`config.mk`:
```
export PLATFORM = sky130hd
export DESIGN_NAME = mr_device_flat
export DESIGN_NICKNAME = d
export VERILOG_FILES = /design/src/mr_cfg_pkg.sv /design/src/mr_link_if.sv /design/src/mr_device.sv /design/src/flat_wrapper.sv
export SDC_FILE = /design/constraint.sdc
export NUM_CORES = 1
export LEC_CHECK = 0
export BUFFER_PORTS_ARGS = -buffer_cell sky130_fd_sc_hd__buf_2
export CORE_MARGIN = 2
export CORE_UTILIZATION = 38
export DETAILED_ROUTE_END_ITERATION = 10
export PLACE_DENSITY = 0.62
export SLEW_MARGIN = 40
export SYNTH_ARGS = -nofsm -noshare
export SYNTH_HDL_FRONTEND = slang
export SYNTH_SLANG_ARGS = --single-unit
```
`constraint.sdc`:
```
create_clock -name clk_sys -period 4.4 [get_ports clk_sys]
set_clock_uncertainty 0.1 [all_clocks]
set_input_delay 0.66 -clock clk_sys [delete_from_list [all_inputs] [get_ports clk_sys]]
set_output_delay 0.66 -clock clk_sys [all_outputs]
set_load 0.01 [all_outputs]
```
`src/mr_cfg_pkg.sv`:
```
// Purpose: Shared constants for the mode register link between controller and memory device
// Assumes: One clock, clk_sys, on both ends
// Notes:   Register values are 8 bits wide

package mr_cfg_pkg;

   // ****************************************
   // Mode register addresses
   // ****************************************
   localparam logic [7:0] BURST_AND_RECOVERY_CONFIG_ADDR   = 8'h01;
   localparam logic [7:0] LATENCY_AND_LEVELING_CONFIG_ADDR = 8'h02;
   localparam logic [7:0] OUTPUT_DRIVE_CONFIG_ADDR         = 8'h03;

   // ****************************************
   // Values after reset
   // ****************************************
   localparam logic [7:0] BURST_AND_RECOVERY_RESET   = 8'h03;
   localparam logic [7:0] LATENCY_AND_LEVELING_RESET = 8'h18;
   localparam logic [7:0] OUTPUT_DRIVE_RESET         = 8'h02;

   // ****************************************
   // Masks of defined bits; others are reserved
   // ****************************************
   localparam logic [7:0] BURST_AND_RECOVERY_MASK   = 8'hE7;
   localparam logic [7:0] LATENCY_AND_LEVELING_MASK = 8'hDF;
   localparam logic [7:0] OUTPUT_DRIVE_MASK         = 8'h0F;

   // ****************************************
   // Field positions
   // ****************************************
   localparam int BURST_LENGTH_LSB     = 0;
   localparam int WRITE_RECOVERY_LSB   = 5;
   localparam int LATENCY_LSB          = 0;
   localparam int RANGE_EXT_BIT        = 4;
   localparam int SET_SELECT_BIT       = 6;
   localparam int LEVELING_BIT         = 7;
   localparam int DRIVE_LSB            = 0;
   localparam logic [2:0] BURST_LENGTH_EIGHT = 3'h3;

   // ****************************************
   // Burst and read answer
   // ****************************************
   localparam logic [3:0] BURST_BEATS      = 4'h8;
   localparam logic [7:0] WRITE_ONLY_RDATA = 8'h00;

   // ****************************************
   // Controller's own registers
   // ****************************************
   localparam logic [7:0] CTRL_STATUS_ADDR  = 8'hF0;
   localparam logic [7:0] CTRL_MRR_ADDR     = 8'hF1;
   localparam logic [7:0] CTRL_MRR_DATA     = 8'hF2;
   localparam logic [7:0] CTRL_WR_AUTO_ADDR = 8'hF3;

   // ****************************************
   // Write recovery timing of the memory link
   // ****************************************
   localparam int WRITE_RECOVERY_TIME_PS = 15000;
   localparam int LINK_CLK_PERIOD_PS     = 1250;
   localparam int WRITE_RECOVERY_CYCLES_MIN =
      (WRITE_RECOVERY_TIME_PS + LINK_CLK_PERIOD_PS - 1) / LINK_CLK_PERIOD_PS;

endpackage : mr_cfg_pkg

```
`src/mr_link_if.sv`:
```
// Purpose: Link between memory controller and device mode register logic
// Assumes: Single clock domain
// Notes:   One-cycle command pulses

`timescale 1ns/100ps
`default_nettype none

interface mr_link_if;
   logic       mrw_valid;
   logic       mrr_valid;
   logic [7:0] mode_reg_addr;
   logic [7:0] mode_reg_operand;
   logic       burst_start;
   logic [1:0] burst_col_hi;
   logic       auto_precharge_done;
   logic       rd_valid;
   logic [7:0] rd_data;
   logic       dqs_toggle;

   modport device (
      input  mrw_valid, mrr_valid, mode_reg_addr, mode_reg_operand,
      input  burst_start, burst_col_hi, auto_precharge_done,
      output rd_valid, rd_data, dqs_toggle
   );
   modport controller (
      output mrw_valid, mrr_valid, mode_reg_addr, mode_reg_operand,
      output burst_start, burst_col_hi, auto_precharge_done,
      input  rd_valid, rd_data, dqs_toggle
   );
endinterface : mr_link_if

`default_nettype wire

```
`src/mr_device.sv`:
```
// Purpose: Device end: write-only mode registers, field decode, burst order, precharge timing
// Assumes: Controller keeps reserved codes, except recovery codes, and reserved bits out of its writes
// Notes:   Decoded reserved codes show as zero and carry no meaning
//
// Contract
// - Address 01 holds burst length, recovery cycles
// - Burst length code only 011, eight beats
// - Range ext 0: recovery 3,6,8,9 cycles
// - Range ext 1: recovery 10,11,12,14,16 cycles
// - Auto precharge starts after recovery cycles
// - Controller rounds recovery time up to cycles
// - Eight-beat burst wraps sequentially from start column
// - Lowest column bit taken as zero
// - Address 02 holds latency, range, set, leveling
// - Set A latency code decode to pairs
// - Bit 4 selects recovery range
// - Set select bit kept at zero
// - Bit 7 enables write leveling
// - Address 03 symmetric drive strength decode
// - Asymmetric drive strength codes also accepted
// - Controller writes zero to reserved bits
// - Read of write-only returns undefined, strobes toggle

`timescale 1ns/100ps
`default_nettype none

module mr_device (
   input  wire logic     clk_sys,
   input  wire logic     rst,
   mr_link_if.device     link,
   output logic [4:0]    write_recovery_cycles,
   output logic          write_recovery_range_ext,
   output logic [4:0]    read_latency,
   output logic [3:0]    write_latency,
   output logic          write_latency_set_select,
   output logic          write_leveling_en,
   output logic [3:0]    drive_strength_code,
   output logic [9:0]    pull_down_ohm_x10,
   output logic [9:0]    pull_up_ohm_x10,
   output logic          burst_eight,
   output logic          burst_active,
   output logic [2:0]    burst_col,
   output logic          precharge_start
);

   // ****************************************
   // Mode registers
   // ****************************************
   logic [7:0] burst_and_recovery_config_r;
   logic [7:0] burst_and_recovery_config_nxt;
   logic [7:0] latency_and_leveling_config_r;
   logic [7:0] latency_and_leveling_config_nxt;
   logic [7:0] output_drive_config_r;
   logic [7:0] output_drive_config_nxt;
   logic       rd_valid_r;
   logic       rd_valid_nxt;
   logic [7:0] rd_data_r;

   always_comb begin
      burst_and_recovery_config_nxt   = burst_and_recovery_config_r;
      latency_and_leveling_config_nxt = latency_and_leveling_config_r;
      output_drive_config_nxt         = output_drive_config_r;
      if (link.mrw_valid) begin
         case (link.mode_reg_addr)
            mr_cfg_pkg::BURST_AND_RECOVERY_CONFIG_ADDR: begin
               burst_and_recovery_config_nxt = link.mode_reg_operand;
            end
            mr_cfg_pkg::LATENCY_AND_LEVELING_CONFIG_ADDR: begin
               latency_and_leveling_config_nxt = link.mode_reg_operand;
            end
            mr_cfg_pkg::OUTPUT_DRIVE_CONFIG_ADDR: begin
               output_drive_config_nxt = link.mode_reg_operand;
            end
            default: begin
            end
         endcase
      end
      // Every read is answered; these registers hold nothing readable
      rd_valid_nxt = link.mrr_valid;
   end

   always_ff @(posedge clk_sys or posedge rst) begin
      if (rst) begin
         burst_and_recovery_config_r   <= mr_cfg_pkg::BURST_AND_RECOVERY_RESET;
         latency_and_leveling_config_r <= mr_cfg_pkg::LATENCY_AND_LEVELING_RESET;
         output_drive_config_r         <= mr_cfg_pkg::OUTPUT_DRIVE_RESET;
         rd_valid_r                    <= 1'b0;
         rd_data_r                     <= mr_cfg_pkg::WRITE_ONLY_RDATA;
      end else begin
         burst_and_recovery_config_r   <= burst_and_recovery_config_nxt;
         latency_and_leveling_config_r <= latency_and_leveling_config_nxt;
         output_drive_config_r         <= output_drive_config_nxt;
         rd_valid_r                    <= rd_valid_nxt;
         rd_data_r                     <= mr_cfg_pkg::WRITE_ONLY_RDATA;
      end
   end

   assign link.rd_valid   = rd_valid_r;
   assign link.rd_data    = rd_data_r;
   assign link.dqs_toggle = rd_valid_r;

   // ****************************************
   // Field decode
   // ****************************************
   logic [2:0] burst_code;
   logic [2:0] recovery_code;
   logic [3:0] latency_code;

   assign burst_code    = burst_and_recovery_config_r[mr_cfg_pkg::BURST_LENGTH_LSB +: 3];
   assign recovery_code = burst_and_recovery_config_r[mr_cfg_pkg::WRITE_RECOVERY_LSB +: 3];
   assign latency_code  = latency_and_leveling_config_r[mr_cfg_pkg::LATENCY_LSB +: 4];
   assign write_recovery_range_ext =
      latency_and_leveling_config_r[mr_cfg_pkg::RANGE_EXT_BIT];
   assign write_latency_set_select =
      latency_and_leveling_config_r[mr_cfg_pkg::SET_SELECT_BIT];
   assign write_leveling_en =
      latency_and_leveling_config_r[mr_cfg_pkg::LEVELING_BIT];
   assign drive_strength_code = output_drive_config_r[mr_cfg_pkg::DRIVE_LSB +: 4];
   assign burst_eight = (burst_code == mr_cfg_pkg::BURST_LENGTH_EIGHT);

   always_comb begin
      write_recovery_cycles = 5'h00;
      if (!write_recovery_range_ext) begin
         case (recovery_code)
            3'h1:    write_recovery_cycles = 5'h03;
            3'h4:    write_recovery_cycles = 5'h06;
            3'h6:    write_recovery_cycles = 5'h08;
            3'h7:    write_recovery_cycles = 5'h09;
            default: write_recovery_cycles = 5'h00;
         endcase
      end else begin
         case (recovery_code)
            3'h0:    write_recovery_cycles = 5'h0A;
            3'h1:    write_recovery_cycles = 5'h0B;
            3'h2:    write_recovery_cycles = 5'h0C;
            3'h4:    write_recovery_cycles = 5'h0E;
            3'h6:    write_recovery_cycles = 5'h10;
            default: write_recovery_cycles = 5'h00;
         endcase
      end
   end

   always_comb begin
      read_latency  = 5'h00;
      write_latency = 4'h0;
      if (!write_latency_set_select) begin
         case (latency_code)
            4'h4: begin read_latency = 5'h06; write_latency = 4'h3; end
            4'h6: begin read_latency = 5'h08; write_latency = 4'h4; end
            4'h7: begin read_latency = 5'h09; write_latency = 4'h5; end
            4'h8: begin read_latency = 5'h0A; write_latency = 4'h6; end
            4'h9: begin read_latency = 5'h0B; write_latency = 4'h6; end
            4'hA: begin read_latency = 5'h0C; write_latency = 4'h6; end
            4'hC: begin read_latency = 5'h0E; write_latency = 4'h8; end
            4'hE: begin read_latency = 5'h10; write_latency = 4'h8; end
            default: begin read_latency = 5'h00; write_latency = 4'h0; end
         endcase
      end
   end

   always_comb begin
      case (drive_strength_code)
         4'h1: begin pull_down_ohm_x10 = 10'h157; pull_up_ohm_x10 = 10'h157; end
         4'h2: begin pull_down_ohm_x10 = 10'h190; pull_up_ohm_x10 = 10'h190; end
         4'h3: begin pull_down_ohm_x10 = 10'h1E0; pull_up_ohm_x10 = 10'h1E0; end
         4'h4: begin pull_down_ohm_x10 = 10'h258; pull_up_ohm_x10 = 10'h258; end
         4'h6: begin pull_down_ohm_x10 = 10'h320; pull_up_ohm_x10 = 10'h320; end
         4'h9: begin pull_down_ohm_x10 = 10'h157; pull_up_ohm_x10 = 10'h190; end
         4'hA: begin pull_down_ohm_x10 = 10'h190; pull_up_ohm_x10 = 10'h1E0; end
         4'hB: begin pull_down_ohm_x10 = 10'h157; pull_up_ohm_x10 = 10'h1E0; end
         default: begin pull_down_ohm_x10 = 10'h000; pull_up_ohm_x10 = 10'h000; end
      endcase
   end

   // ****************************************
   // Burst address sequence
   // ****************************************
   logic [2:0] burst_col_r;
   logic [2:0] burst_col_nxt;
   logic [3:0] beats_left_r;
   logic [3:0] beats_left_nxt;

   always_comb begin
      burst_col_nxt  = burst_col_r;
      beats_left_nxt = beats_left_r;
      if (link.burst_start) begin
         burst_col_nxt  = {link.burst_col_hi, 1'b0};
         beats_left_nxt = mr_cfg_pkg::BURST_BEATS;
      end else if (beats_left_r != 4'h0) begin
         // Three-bit wrap gives modulo-8 order for free
         burst_col_nxt  = burst_col_r + 3'h1;
         beats_left_nxt = beats_left_r - 4'h1;
      end
   end

   always_ff @(posedge clk_sys or posedge rst) begin
      if (rst) begin
         burst_col_r  <= 3'h0;
         beats_left_r <= 4'h0;
      end else begin
         burst_col_r  <= burst_col_nxt;
         beats_left_r <= beats_left_nxt;
      end
   end

   assign burst_active = (beats_left_r != 4'h0);
   assign burst_col    = burst_col_r;

   // ****************************************
   // Write recovery before internal precharge
   // ****************************************
   logic [4:0] wr_cnt_r;
   logic [4:0] wr_cnt_nxt;
   logic       precharge_r;
   logic       precharge_nxt;

   always_comb begin
      wr_cnt_nxt    = wr_cnt_r;
      precharge_nxt = 1'b0;
      if (link.auto_precharge_done) begin
         wr_cnt_nxt = write_recovery_cycles;
      end else if (wr_cnt_r != 5'h00) begin
         wr_cnt_nxt    = wr_cnt_r - 5'h01;
         precharge_nxt = (wr_cnt_r == 5'h01);
      end
   end

   always_ff @(posedge clk_sys or posedge rst) begin
      if (rst) begin
         wr_cnt_r    <= 5'h00;
         precharge_r <= 1'b0;
      end else begin
         wr_cnt_r    <= wr_cnt_nxt;
         precharge_r <= precharge_nxt;
      end
   end

   assign precharge_start = precharge_r;

endmodule : mr_device

`default_nettype wire

```
`src/flat_wrapper.sv`:
```
// flat-port wrapper written by rule: the top's interface ports become plain ports
module mr_device_flat 
  (clk_sys, rst, write_recovery_cycles, write_recovery_range_ext, read_latency, write_latency, write_latency_set_select, write_leveling_en, drive_strength_code, pull_down_ohm_x10, pull_up_ohm_x10, burst_eight, burst_active, burst_col, precharge_start, link_mrw_valid, link_mrr_valid, link_mode_reg_addr, link_mode_reg_operand, link_burst_start, link_burst_col_hi, link_auto_precharge_done, link_rd_valid, link_rd_data, link_dqs_toggle);
  mr_link_if link_i ();
  input  wire logic clk_sys;
  input  wire logic rst;
  output logic [4:0] write_recovery_cycles;
  output logic write_recovery_range_ext;
  output logic [4:0] read_latency;
  output logic [3:0] write_latency;
  output logic write_latency_set_select;
  output logic write_leveling_en;
  output logic [3:0] drive_strength_code;
  output logic [9:0] pull_down_ohm_x10;
  output logic [9:0] pull_up_ohm_x10;
  output logic burst_eight;
  output logic burst_active;
  output logic [2:0] burst_col;
  output logic precharge_start;
  input wire logic [$bits(link_i.mrw_valid)-1:0] link_mrw_valid;
  input wire logic [$bits(link_i.mrr_valid)-1:0] link_mrr_valid;
  input wire logic [$bits(link_i.mode_reg_addr)-1:0] link_mode_reg_addr;
  input wire logic [$bits(link_i.mode_reg_operand)-1:0] link_mode_reg_operand;
  input wire logic [$bits(link_i.burst_start)-1:0] link_burst_start;
  input wire logic [$bits(link_i.burst_col_hi)-1:0] link_burst_col_hi;
  input wire logic [$bits(link_i.auto_precharge_done)-1:0] link_auto_precharge_done;
  output wire logic [$bits(link_i.rd_valid)-1:0] link_rd_valid;
  output wire logic [$bits(link_i.rd_data)-1:0] link_rd_data;
  output wire logic [$bits(link_i.dqs_toggle)-1:0] link_dqs_toggle;
  assign link_i.mrw_valid = link_mrw_valid;
  assign link_i.mrr_valid = link_mrr_valid;
  assign link_i.mode_reg_addr = link_mode_reg_addr;
  assign link_i.mode_reg_operand = link_mode_reg_operand;
  assign link_i.burst_start = link_burst_start;
  assign link_i.burst_col_hi = link_burst_col_hi;
  assign link_i.auto_precharge_done = link_auto_precharge_done;
  assign link_rd_valid = link_i.rd_valid;
  assign link_rd_data = link_i.rd_data;
  assign link_dqs_toggle = link_i.dqs_toggle;
  mr_device u_core (.clk_sys(clk_sys), .rst(rst), .link(link_i), .write_recovery_cycles(write_recovery_cycles), .write_recovery_range_ext(write_recovery_range_ext), .read_latency(read_latency), .write_latency(write_latency), .write_latency_set_select(write_latency_set_select), .write_leveling_en(write_leveling_en), .drive_strength_code(drive_strength_code), .pull_down_ohm_x10(pull_down_ohm_x10), .pull_up_ohm_x10(pull_up_ohm_x10), .burst_eight(burst_eight), .burst_active(burst_active), .burst_col(burst_col), .precharge_start(precharge_start));
endmodule
```
### Word level (Yosys, flattened, before mapping)

Memory sizes are Yosys's and may differ from the RTL's.
Cells that the tools add are included.

| storage, ports and cells | value |
|---|---|
| register bits | 34 |
| bits of input ports | 24 |
| logic and storage cells | 44 |
| memories | 2 |
| output and inout bits | 57 |
| ROM bits | 464 |

| cells by class | value |
|---|---|
| $add $sub $neg | 3 |
| muxes and demuxes | 13 |
| equality and inequality tests | 10 |
| reduce and logical (&&, ||, !) cells | 8 |

Memories:

| memory | depth | width | read ports | clocked after Yosys merged registers in | wr ports | line | RTL |
|---|---|---|---|---|---|---|---|
| (no name shown) | 16 | 20 | 1 | 0 | 0 | mr_device.sv:162 | `case (drive_strength_code)` |
| (no name shown) | 16 | 9 | 1 | 0 | 0 | mr_device.sv:147 | `case (latency_code)` |

Operators by type and width:

| operator | count |
|---|---|
| 5-bit case mux with 5 select lines | 1 |
| 5-bit 2-to-1 mux | 4 |
| 8-bit by 2-bit == test with 1-bit output, second input constant | 2 |
| 4-bit case mux with 4 select lines | 1 |
| 4-bit 2-to-1 mux | 3 |
| 3-bit == test, second input constant | 3 |
| 8-bit by 1-bit == test with 1-bit output, second input constant | 1 |
| 3-bit by 2-bit == test with 1-bit output, second input constant | 2 |
| 3-bit 2-to-1 mux | 2 |
| 2-bit AND reduction | 3 |
| 5-bit by 1-bit == test with 1-bit output, second input constant | 1 |
| 5-bit nonzero test | 1 |
| 5-bit by 1-bit subtractor with 5-bit output, second input constant | 1 |
| 2-bit nonzero test | 2 |
| 4-bit nonzero test | 1 |
| 4-bit by 1-bit subtractor with 4-bit output, second input constant | 1 |
| 3-bit by 1-bit adder with 3-bit output, second input constant | 1 |
| 3-bit by 1-bit == test with 1-bit output, second input constant | 1 |
| 3-bit zero test | 1 |
| 1-bit 2-to-1 mux | 2 |

### Logic depth before layout (Yosys ltp)

Gate-level depths: netlist (run 1).

| logic depth | value |
|---|---|
| word-level depth | 4 |
| mapped depth | 6 |

### Worst setup path before layout (run 1)

No wires, ideal clock.

| timing | value |
|---|---|
| kind | reg2out |
| start point | register u_core.output_drive_config_r[1] |
| end point | output pull_up_ohm_x10[8] |
| stages on the path, launching flop included | 7 |
| path buffers | 1 |
| arrival time | 1447 ps |
| data required time | 3640 ps |
| setup slack | 2193 ps |
| cell sequence | dfstp_2 > inv_1 > ha_1 > inv_1 > a21oi_1 > o22ai_1 > buf_4 |

| between the ends | value |
|---|---|
| word-level cells in the longest chain between the ends | 1 |

Ends and longest elaborated chain:

| element | line | RTL |
|---|---|---|
| start: declaration | mr_device.sv:53 | `logic [7:0] output_drive_config_r;` |
| start signal: assignment | mr_device.sv:86 | `output_drive_config_r <= mr_cfg_pkg::OUTPUT_DRIVE_RESET;` |
| start signal: assignment | mr_device.sv:92 | `output_drive_config_r <= output_drive_config_nxt;` |
| memory 16 x 20 bit | n/a |  |
| end: declaration | flat_wrapper.sv:15 | `output logic [9:0] pull_up_ohm_x10;` |

No other way between the ends.

### Worst setup path after layout (run 1)

| timing | value |
|---|---|
| start point | register u_core.output_drive_config_r[1] |
| end point | output pull_down_ohm_x10[8] |

| between the ends | value |
|---|---|
| word-level cells in the longest chain between the ends | 1 |

Ends and longest elaborated chain:

| element | line | RTL |
|---|---|---|
| memory 16 x 20 bit | n/a |  |
| end: declaration | flat_wrapper.sv:14 | `output logic [9:0] pull_down_ohm_x10;` |

No other way between the ends.

==> metrics, run 1 <==
status finished, final reports clean; setup violators final 0; met2 wire length 1860 um; Initial Util 39.7%; max-cap violation count 0; Hold/Removal Path Class primary input to async pin; number of synthesized flops with an enable pin 0; Net count, final 300; Total Neg Setup Slack 0 ns; top cell type's share of synthesized area 31.9%; initial antenna violation count 0; worst path arrival time 1.70 ns; Port Buffer Count 72; Rel. slew slack 63.1%; gr usage total 14.4%; vias in the first global route 1463; critical path's most frequent cell inv_1; final wirelength 4070 um; worst-path cell with the longest stage delay dfstp_2; Top Ports 81; synthesized cell area 2040 um^2; clock buffer depth 2; GR Overflow Total 0; clk slew on worst S/H paths 0.07 ns; pwr dens 380 nW/um^2; DIE AREA 5970 um^2; Post-synth top cells 26 x dfrtp_1, 18 x buf_4, 17 x mux2_1; DP Wirelength 3050 um; ANT nets after route 0; ys async rst share 100%; CORE AREA 5140 um^2; wire per inst 12.2 um; Pre-antenna DRT Iters 4; Met3 Routed Length 285 um; layout cells sized above 1 35.2%; Slew Limit Fails 0; CP max FO 9; critical path type flop to primary output; DR iter-0 viols 35; die width 77.2 um; CP Capture Type primary output; routed vias 1576; Die Y 77.2 um; Syn Inst Count 201; # hold bufs at CTS 0; vias per cell 4.72; top cells by area, synth dfrtp_1 32%, mux2_1 9.4%, ha_1 8.0%; clock root buffer clkbuf_8; n_diodes 0; unrepaired setup endpoints after global routing no; Synth-to-Final Area Change 20.1%; worst stage delay on the critical path 0.61 ns; leakage power 1.33 nW; worst path required time 3.64 ns; CTS tree built; syn avg cell area 10.1 um^2; critical path, cell by cell inv_1 > ha_1 > inv_1 > a21oi_1 > o22ai_1 > buf_2; Period minus WS final 2.46 ns; Max Fclk 407 MHz; Placed Area 2360 um^2; highest routed metal layer met4; DRT met1 WL 1880 um; Final Hold Fails 0; Setup crit start kind flop; VDD IR max 0.267 mV; Worst Reg-to-Reg Cells 5; sequential area share after synthesis 38.4%; H-tree Lvls 2; Unique masters post-synth 46; worst slew pin tran 0.553 ns; post-cts resize count 0; ys flop type dfrtp_1; post-route design area 2450 um^2; # rows 26; Clock Latency Late Sink 0.28 ns; GPL Wtd Cong 0.765; clock net sink count 31; global-route wire length before repair 6890 um; DRC viols 0; yosys warns 0; largest net degree at the start of global routing 32; Final Cycle Share 55.9%; Post-CTS Setup Bufs 0; total CTS buffers 5; most common cell in the netlist dfrtp_1; FF+latch count, synth 31; cell type with the largest total area after synthesis dfrtp_1
[final timing paths]
path / from / to / slack, ns
hold reg to reg: u_core.burst_and_recovery_config_r[2]$_DFFE_PP0P_ / u_core.burst_and_recovery_config_r[2]$_DFFE_PP0P_ / 0.39
hold / removal: rst / u_core.burst_col[2]$_DFFE_PP0P_ / 0.34
min in group clk_sys: link_mrr_valid / u_core.link.dqs_toggle$_DFF_PP0_ / 0.38
setup reg to reg: u_core.wr_cnt_r[0]$_DFFE_PP0P_ / u_core.wr_cnt_r[1]$_DFFE_PP0P_ / 2.74
setup / recovery: u_core.output_drive_config_r[1]$_DFFE_PP1P_ / pull_down_ohm_x10[8] / 1.94
max in group asynchronous: rst / u_core.output_drive_config_r[1]$_DFFE_PP1P_ / 3.53
[metal layers]
metal	global-route usage (%)	vias to the layer above
met2	22.2	52
met1	18.6	727
met4	5.36	0
met3	4.94	4
li1	-	793
met5	0	-
[stage by stage]
stage | setup slack (ns) | cells | hold WS (ns) | total power [mW] | utilization [%]
2_1_floorplan | 2.19 | 208 | 0.359 | 0.630 | -
3_3_place_gp | 2.25 | 326 | 0.369 | 0.699 | 45.8
3_5_place_dp | 2.22 | 326 | 0.377 | 0.708 | 45.8
4_1_cts | 1.93 | 334 | 0.345 | 0.945 | 47.6
5_1_grt | 1.81 | 334 | 0.360 | 1.01 | 47.6
6_report | 1.94 | 334 | 0.337 | 0.931 | 47.6
[layout make-up]
class / count / area [um^2]
Multi-Input combinational cell: 139 / 1070
Tap cell: 70 / 87.6
Clock inverter: 1 / 5.00
Timing Repair Buffer: 73 / 368
Inverter: 13 / 48.8
Sequential cell: 31 / 782
Clock buffer: 7 / 86.3
Fill cell: 514 / 2690
[sequential cells by signal (all words and copies together), names as in the netlist]
| name | cells |
|---|---|
| u_core.beats_left_r | 4 |
| u_core.burst_and_recovery_config_r | 6 |
| u_core.burst_col | 3 |
| u_core.latency_and_leveling_config_r | 7 |
| u_core.link.dqs_toggle | 1 |
| u_core.output_drive_config_r | 4 |
| u_core.precharge_start | 1 |
| u_core.wr_cnt_r | 5 |
[cells by family (layout without fill, tap and decap cells)]
| logic type | after synthesis | in the layout | synth area share, % |
|---|---|---|---|
| multiplexers | 26 | 26 | 14.0 |
| AND/OR/NAND/NOR | 54 | 54 | 16.8 |
| XOR/XNOR | 5 | 5 | 2.15 |
| adder cells (fa/ha/maj) | 13 | 13 | 7.98 |
| flip-flops | 31 | 31 | 38.4 |
| AO/OA/AOI/OAI | 33 | 33 | 10.1 |
| buffers and inverters | 38 | 94 | 10.4 |
| other | 1 | 8 | 0.184 |
[cell usage in the layout (no fill, tap or decap), types with 2 or more instances in the layout]
cell type,n
a211o_1,2
a211oi_1,2
a21oi_1,12
and4b_1,4
buf_2,72
clkbuf_8,6
conb_1,8
dfrtp_1,26
dfstp_2,5
ha_1,13
inv_1,12
mux2_1,17
mux2_2,3
mux2i_1,6
nand2_1,10
nand2b_1,4
nand3b_1,2
nor2_1,13
nor2b_1,3
nor3_1,4
nor3b_1,3
nor4b_1,2
o21ai_0,6
o22ai_1,2
o31a_1,2
xnor2_1,4
[where the power goes]
part	leakage (nW)	switching [mW]	internal, mW
registers	0.394	0.0555	0.336
clock network	0.0482	0.105	0.126
logic	0.891	0.148	0.161
total	1.33	0.308	0.623
[worst max-delay path: cells and delay by family (launching register included)]
| family | cells | cell delay [ns] |
|---|---|---|
| adder cells (fa/ha/maj) | 1 | 0.23 |
| buffers and inverters | 3 | 0.32 |
| flip-flops | 1 | 0.61 |
| AO/OA/AOI/OAI | 2 | 0.26 |
Power figures use the tool's default switching activity.
==> run 2, diff against run 1 <==
ABC_AREA = 1   (was not set)
PLACE_DENSITY = 0.64   (was 0.62)
clock period = 2 ns   (was 4.4 ns; I/O delays follow)
==> metrics, run 2 <==
status finished, final reports clean (unchanged); layout cells sized above 1 28.4% (was 35.2%); routed vias 2012 (was 1576); clock net sink count 31 (unchanged); clk slew on worst S/H paths 0.06 ns (was 0.07 ns); GR Overflow Total 0 (unchanged); unrepaired setup endpoints after global routing yes (was no); global-route wire length before repair 7720 um (was 6890 um); Final Hold Fails 0 (unchanged); Die Y 77.6 um (was 77.2 um); Top Ports 81 (unchanged); Sw Ratio 35.2% (was 33.1%); Setup crit start kind flop (unchanged); Net count, final 395 (was 300); die width 77.6 um (was 77.2 um); largest reg by FF count u_core.latency_and_leveling_config_r (unchanged); CP Capture Type primary output (unchanged); worst path arrival time 1.54 ns (was 1.70 ns); Hold/Removal Path Class primary input to flop (was primary input to async pin); CP max FO 4 (was 9); dpl cells 419 (was 326); H-tree Lvls 2 (unchanged); pwr dens 797 nW/um^2 (was 380 nW/um^2); largest net degree at the start of global routing 32 (unchanged); Internal 1.32 mW (was 0.623 mW); Synth-to-Final Area Change 24.2% (was 20.1%); most common cell in the netlist nand2_1 (was dfrtp_1); DIE AREA 6020 um^2 (was 5970 um^2); Synth Area in Compound Gates 6.56% (was 10.1%); Unique masters post-synth 28 (was 46); delay-heaviest family, CP flip-flops (unchanged); Post-synth top cells 83 x nand2_1, 36 x inv_1, 34 x nand3_1 (was 26 x dfrtp_1, 18 x buf_4, 17 x mux2_1); worst stage delay on the critical path 0.54 ns (was 0.61 ns); ys flop type dfrtp_1 (unchanged); final wirelength 4410 um (was 4070 um); worst path required time 1.60 ns (was 3.64 ns); sequential area share after synthesis 38.0% (was 38.4%); clock root buffer clkbuf_8 (unchanged); Syn Inst Count 285 (was 201); wire per inst 10.3 um (was 12.2 um); Post-Synth Simple-Gate Area 33.4% (was 16.8%); n_diodes 0 (unchanged); max-cap violation count 0 (unchanged); clock buffer depth 2 (unchanged); Largest register FFs 7 (unchanged); yosys warns 0 (unchanged); most common cell after layout, fill and taps aside nand2_1 (was buf_2); syn avg cell area 7.23 um^2 (was 10.1 um^2); ANT nets after route 0 (unchanged); vias per cell 4.69 (was 4.72); cell type with the largest total area after synthesis dfrtp_1 (unchanged); ys async rst share 100% (unchanged); initial antenna violation count 0 (unchanged); Clock Latency Late Sink 0.29 ns (was 0.28 ns); multiplexer area fraction after synthesis 0% (was 14.0%); leakage power 1.53 nW (was 1.33 nW); critical path, cell by cell inv_2 > ha_2 > nand2_2 > nor2_2 > a31oi_2 > o21ai_1 > buf_2 (was inv_1 > ha_1 > inv_1 > a21oi_1 > o22ai_1 > buf_2); Pre-antenna DRT Iters 4 (unchanged); synthesized cell area 2060 um^2 (was 2040 um^2); DR iter-0 viols 107 (was 35); number of synthesized flops with an enable pin 0 (unchanged); Clock power frac 26.7% (was 24.8%); Port Buffer Count 72 (unchanged); Fillers 520 (was 514); FF+latch count, synth 31 (unchanged); critical path type flop to primary output (unchanged); setup violators final 0 (unchanged); Slew Limit Fails 0 (unchanged); Placed Area 2430 um^2 (was 2360 um^2); Crit path buffers/inverters 2 (was 3); Final Cycle Share 97.2%; CTS tree built (unchanged); gr usage total 15.8% (was 14.4%); total CTS buffers 5 (unchanged); adder-cell share of the synthesized area 7.90% (was 7.98%); DRC viols 0 (unchanged); worst-path cell with the longest stage delay dfstp_2 (unchanged); top cell type's share of synthesized area 31.6% (was 31.9%); vias in the first global route 1768 (was 1463); # rows 26 (unchanged); post-route design area 2560 um^2 (was 2450 um^2); CORE AREA 5170 um^2 (was 5140 um^2); GPL Wtd Cong 0.879 (was 0.765); non-filler cells, final 429 (was 334); DP Wirelength 3510 um (was 3050 um); Initial Util 39.8% (was 39.7%); Seq pwr share 41.3% (was 42.1%); Period minus WS final 1.94 ns; biggest regs u_core.latency_and_leveling_config_r: 7 flops, u_core.burst_and_recovery_config_r: 6 flops, u_core.wr_cnt_r: 5 flops (unchanged); Combinational Power Share 32.0% (was 33.2%); top cells by area, synth dfrtp_1 32%, nand2_1 15%, nand3_1 8.3% (was dfrtp_1 32%, mux2_1 9.4%, ha_1 8.0%); Net Switching 0.719 mW (was 0.308 mW); VDD IR max 0.521 mV (was 0.267 mV); most frequent cells in the layout 82 x nand2_1, 72 x buf_2, 34 x nand3_1 (was 72 x buf_2, 26 x dfrtp_1, 17 x mux2_1); Max Fclk 514 MHz; XOR/XNOR share of the synthesized area 0.851% (was 2.15%); combinational family with the most area after synthesis simple AND/OR/NAND/NOR gates (unchanged)
-- run 2: changes by cell type in the layout (fill, tap and decap cells not counted), moves of 6 or more --
cell / previous run / this run
nor2_1: 13 / 23
nand3_1: 0 / 34
mux2i_1: 6 / 0
mux2_1: 17 / 0
inv_1: 12 / 33
nand2_1: 10 / 82
-- run 2: worst paths after layout --
check                                                                   from                                                   to  slack, ns  cells after the start
max                              u_core.output_drive_config_r[1]$_DFFE_PP1P_                                   pull_up_ohm_x10[4]       0.06                      7
min                                                           link_mrr_valid                     u_core.link.dqs_toggle$_DFF_PP0_       0.01                      1
max reg2reg                                   u_core.wr_cnt_r[0]$_DFFE_PP0P_                       u_core.wr_cnt_r[3]$_DFFE_PP0P_       0.63                      7
min reg2reg                u_core.burst_and_recovery_config_r[1]$_DFFE_PP1P_    u_core.burst_and_recovery_config_r[1]$_DFFE_PP1P_       0.36                      2
max in group asynchronous                                                rst  u_core.latency_and_leveling_config_r[3]$_DFFE_PP1P_       0.95                      4
min in group asynchronous                                                rst                       u_core.wr_cnt_r[1]$_DFFE_PP0P_       0.53                      4
-- run 2: what timing repair did --
item,CTS,global route
hold buffers,1,0
resized for setup,3,7
endpoints found under the hold margin,26,0
setup buffers,1,0
pin swaps,0,1
setup endpoints to repair,2,8
-- run 2: metal layers --
layer  share of wire [%]  vias up  global-route usage (%)
met5                   0        -                       0
met4                 1.8        0                    6.96
met3                 8.1        7                    3.84
met2                  46       84                    24.8
met1                  44      892                    20.7
li1                    -     1029                       -
-- run 2: power by group through the flow --
| stage | combinational [mW] | sequential [mW] | clock, mW |
|---|---|---|---|
| after floorplan | 0.472 | 0.849 | 0 |
| after global placement | 0.641 | 0.850 | 0 |
| after detailed placement | 0.653 | 0.854 | 0 |
| after CTS | 0.660 | 0.844 | 0.561 |
| after global routing | 0.768 | 0.863 | 0.588 |
| final | 0.653 | 0.842 | 0.546 |
-- run 2: metrics by stage --
step / power (mW) / setup WS [ns] / TNS (ns) / hold WS, ns / util [%]
final: 2.04 / 0.0556 / 0 / 0.0132 / 49.5
after global routing: 2.22 / -0.0479 / -0.163 / 0.00952 / 49.5
after CTS: 2.06 / 0.00987 / 0 / 0.00602 / 49.3
after detailed placement: 1.51 / 0.191 / 0 / 0.302 / 46.9
after global placement: 1.49 / 0.237 / 0 / 0.302 / 46.9
after floorplan: 1.32 / 0.271 / 0 / 0.231 / -
-- run 2: cells by family (layout without fill, tap and decap cells) --
kind of cell,count (synthesis),in the layout
xor gates and xnor gates,2,2
and+or+nand+nor,158,158
buffers and inverters,55,122
AOI/OAI and AO/OA,25,25
adders and majority gates,13,13
DFF,31,31
other,1,8
-- run 2: final cells by class --
type	instances	area [um^2]	area share [%]
multi-input cells	206	1050	40.9
clock buffers	8	100	3.91
repair buffers	78	408	15.9
flip-flops and latches	31	782	30.6
inverters	36	135	5.28
well taps	70	87.6	3.42
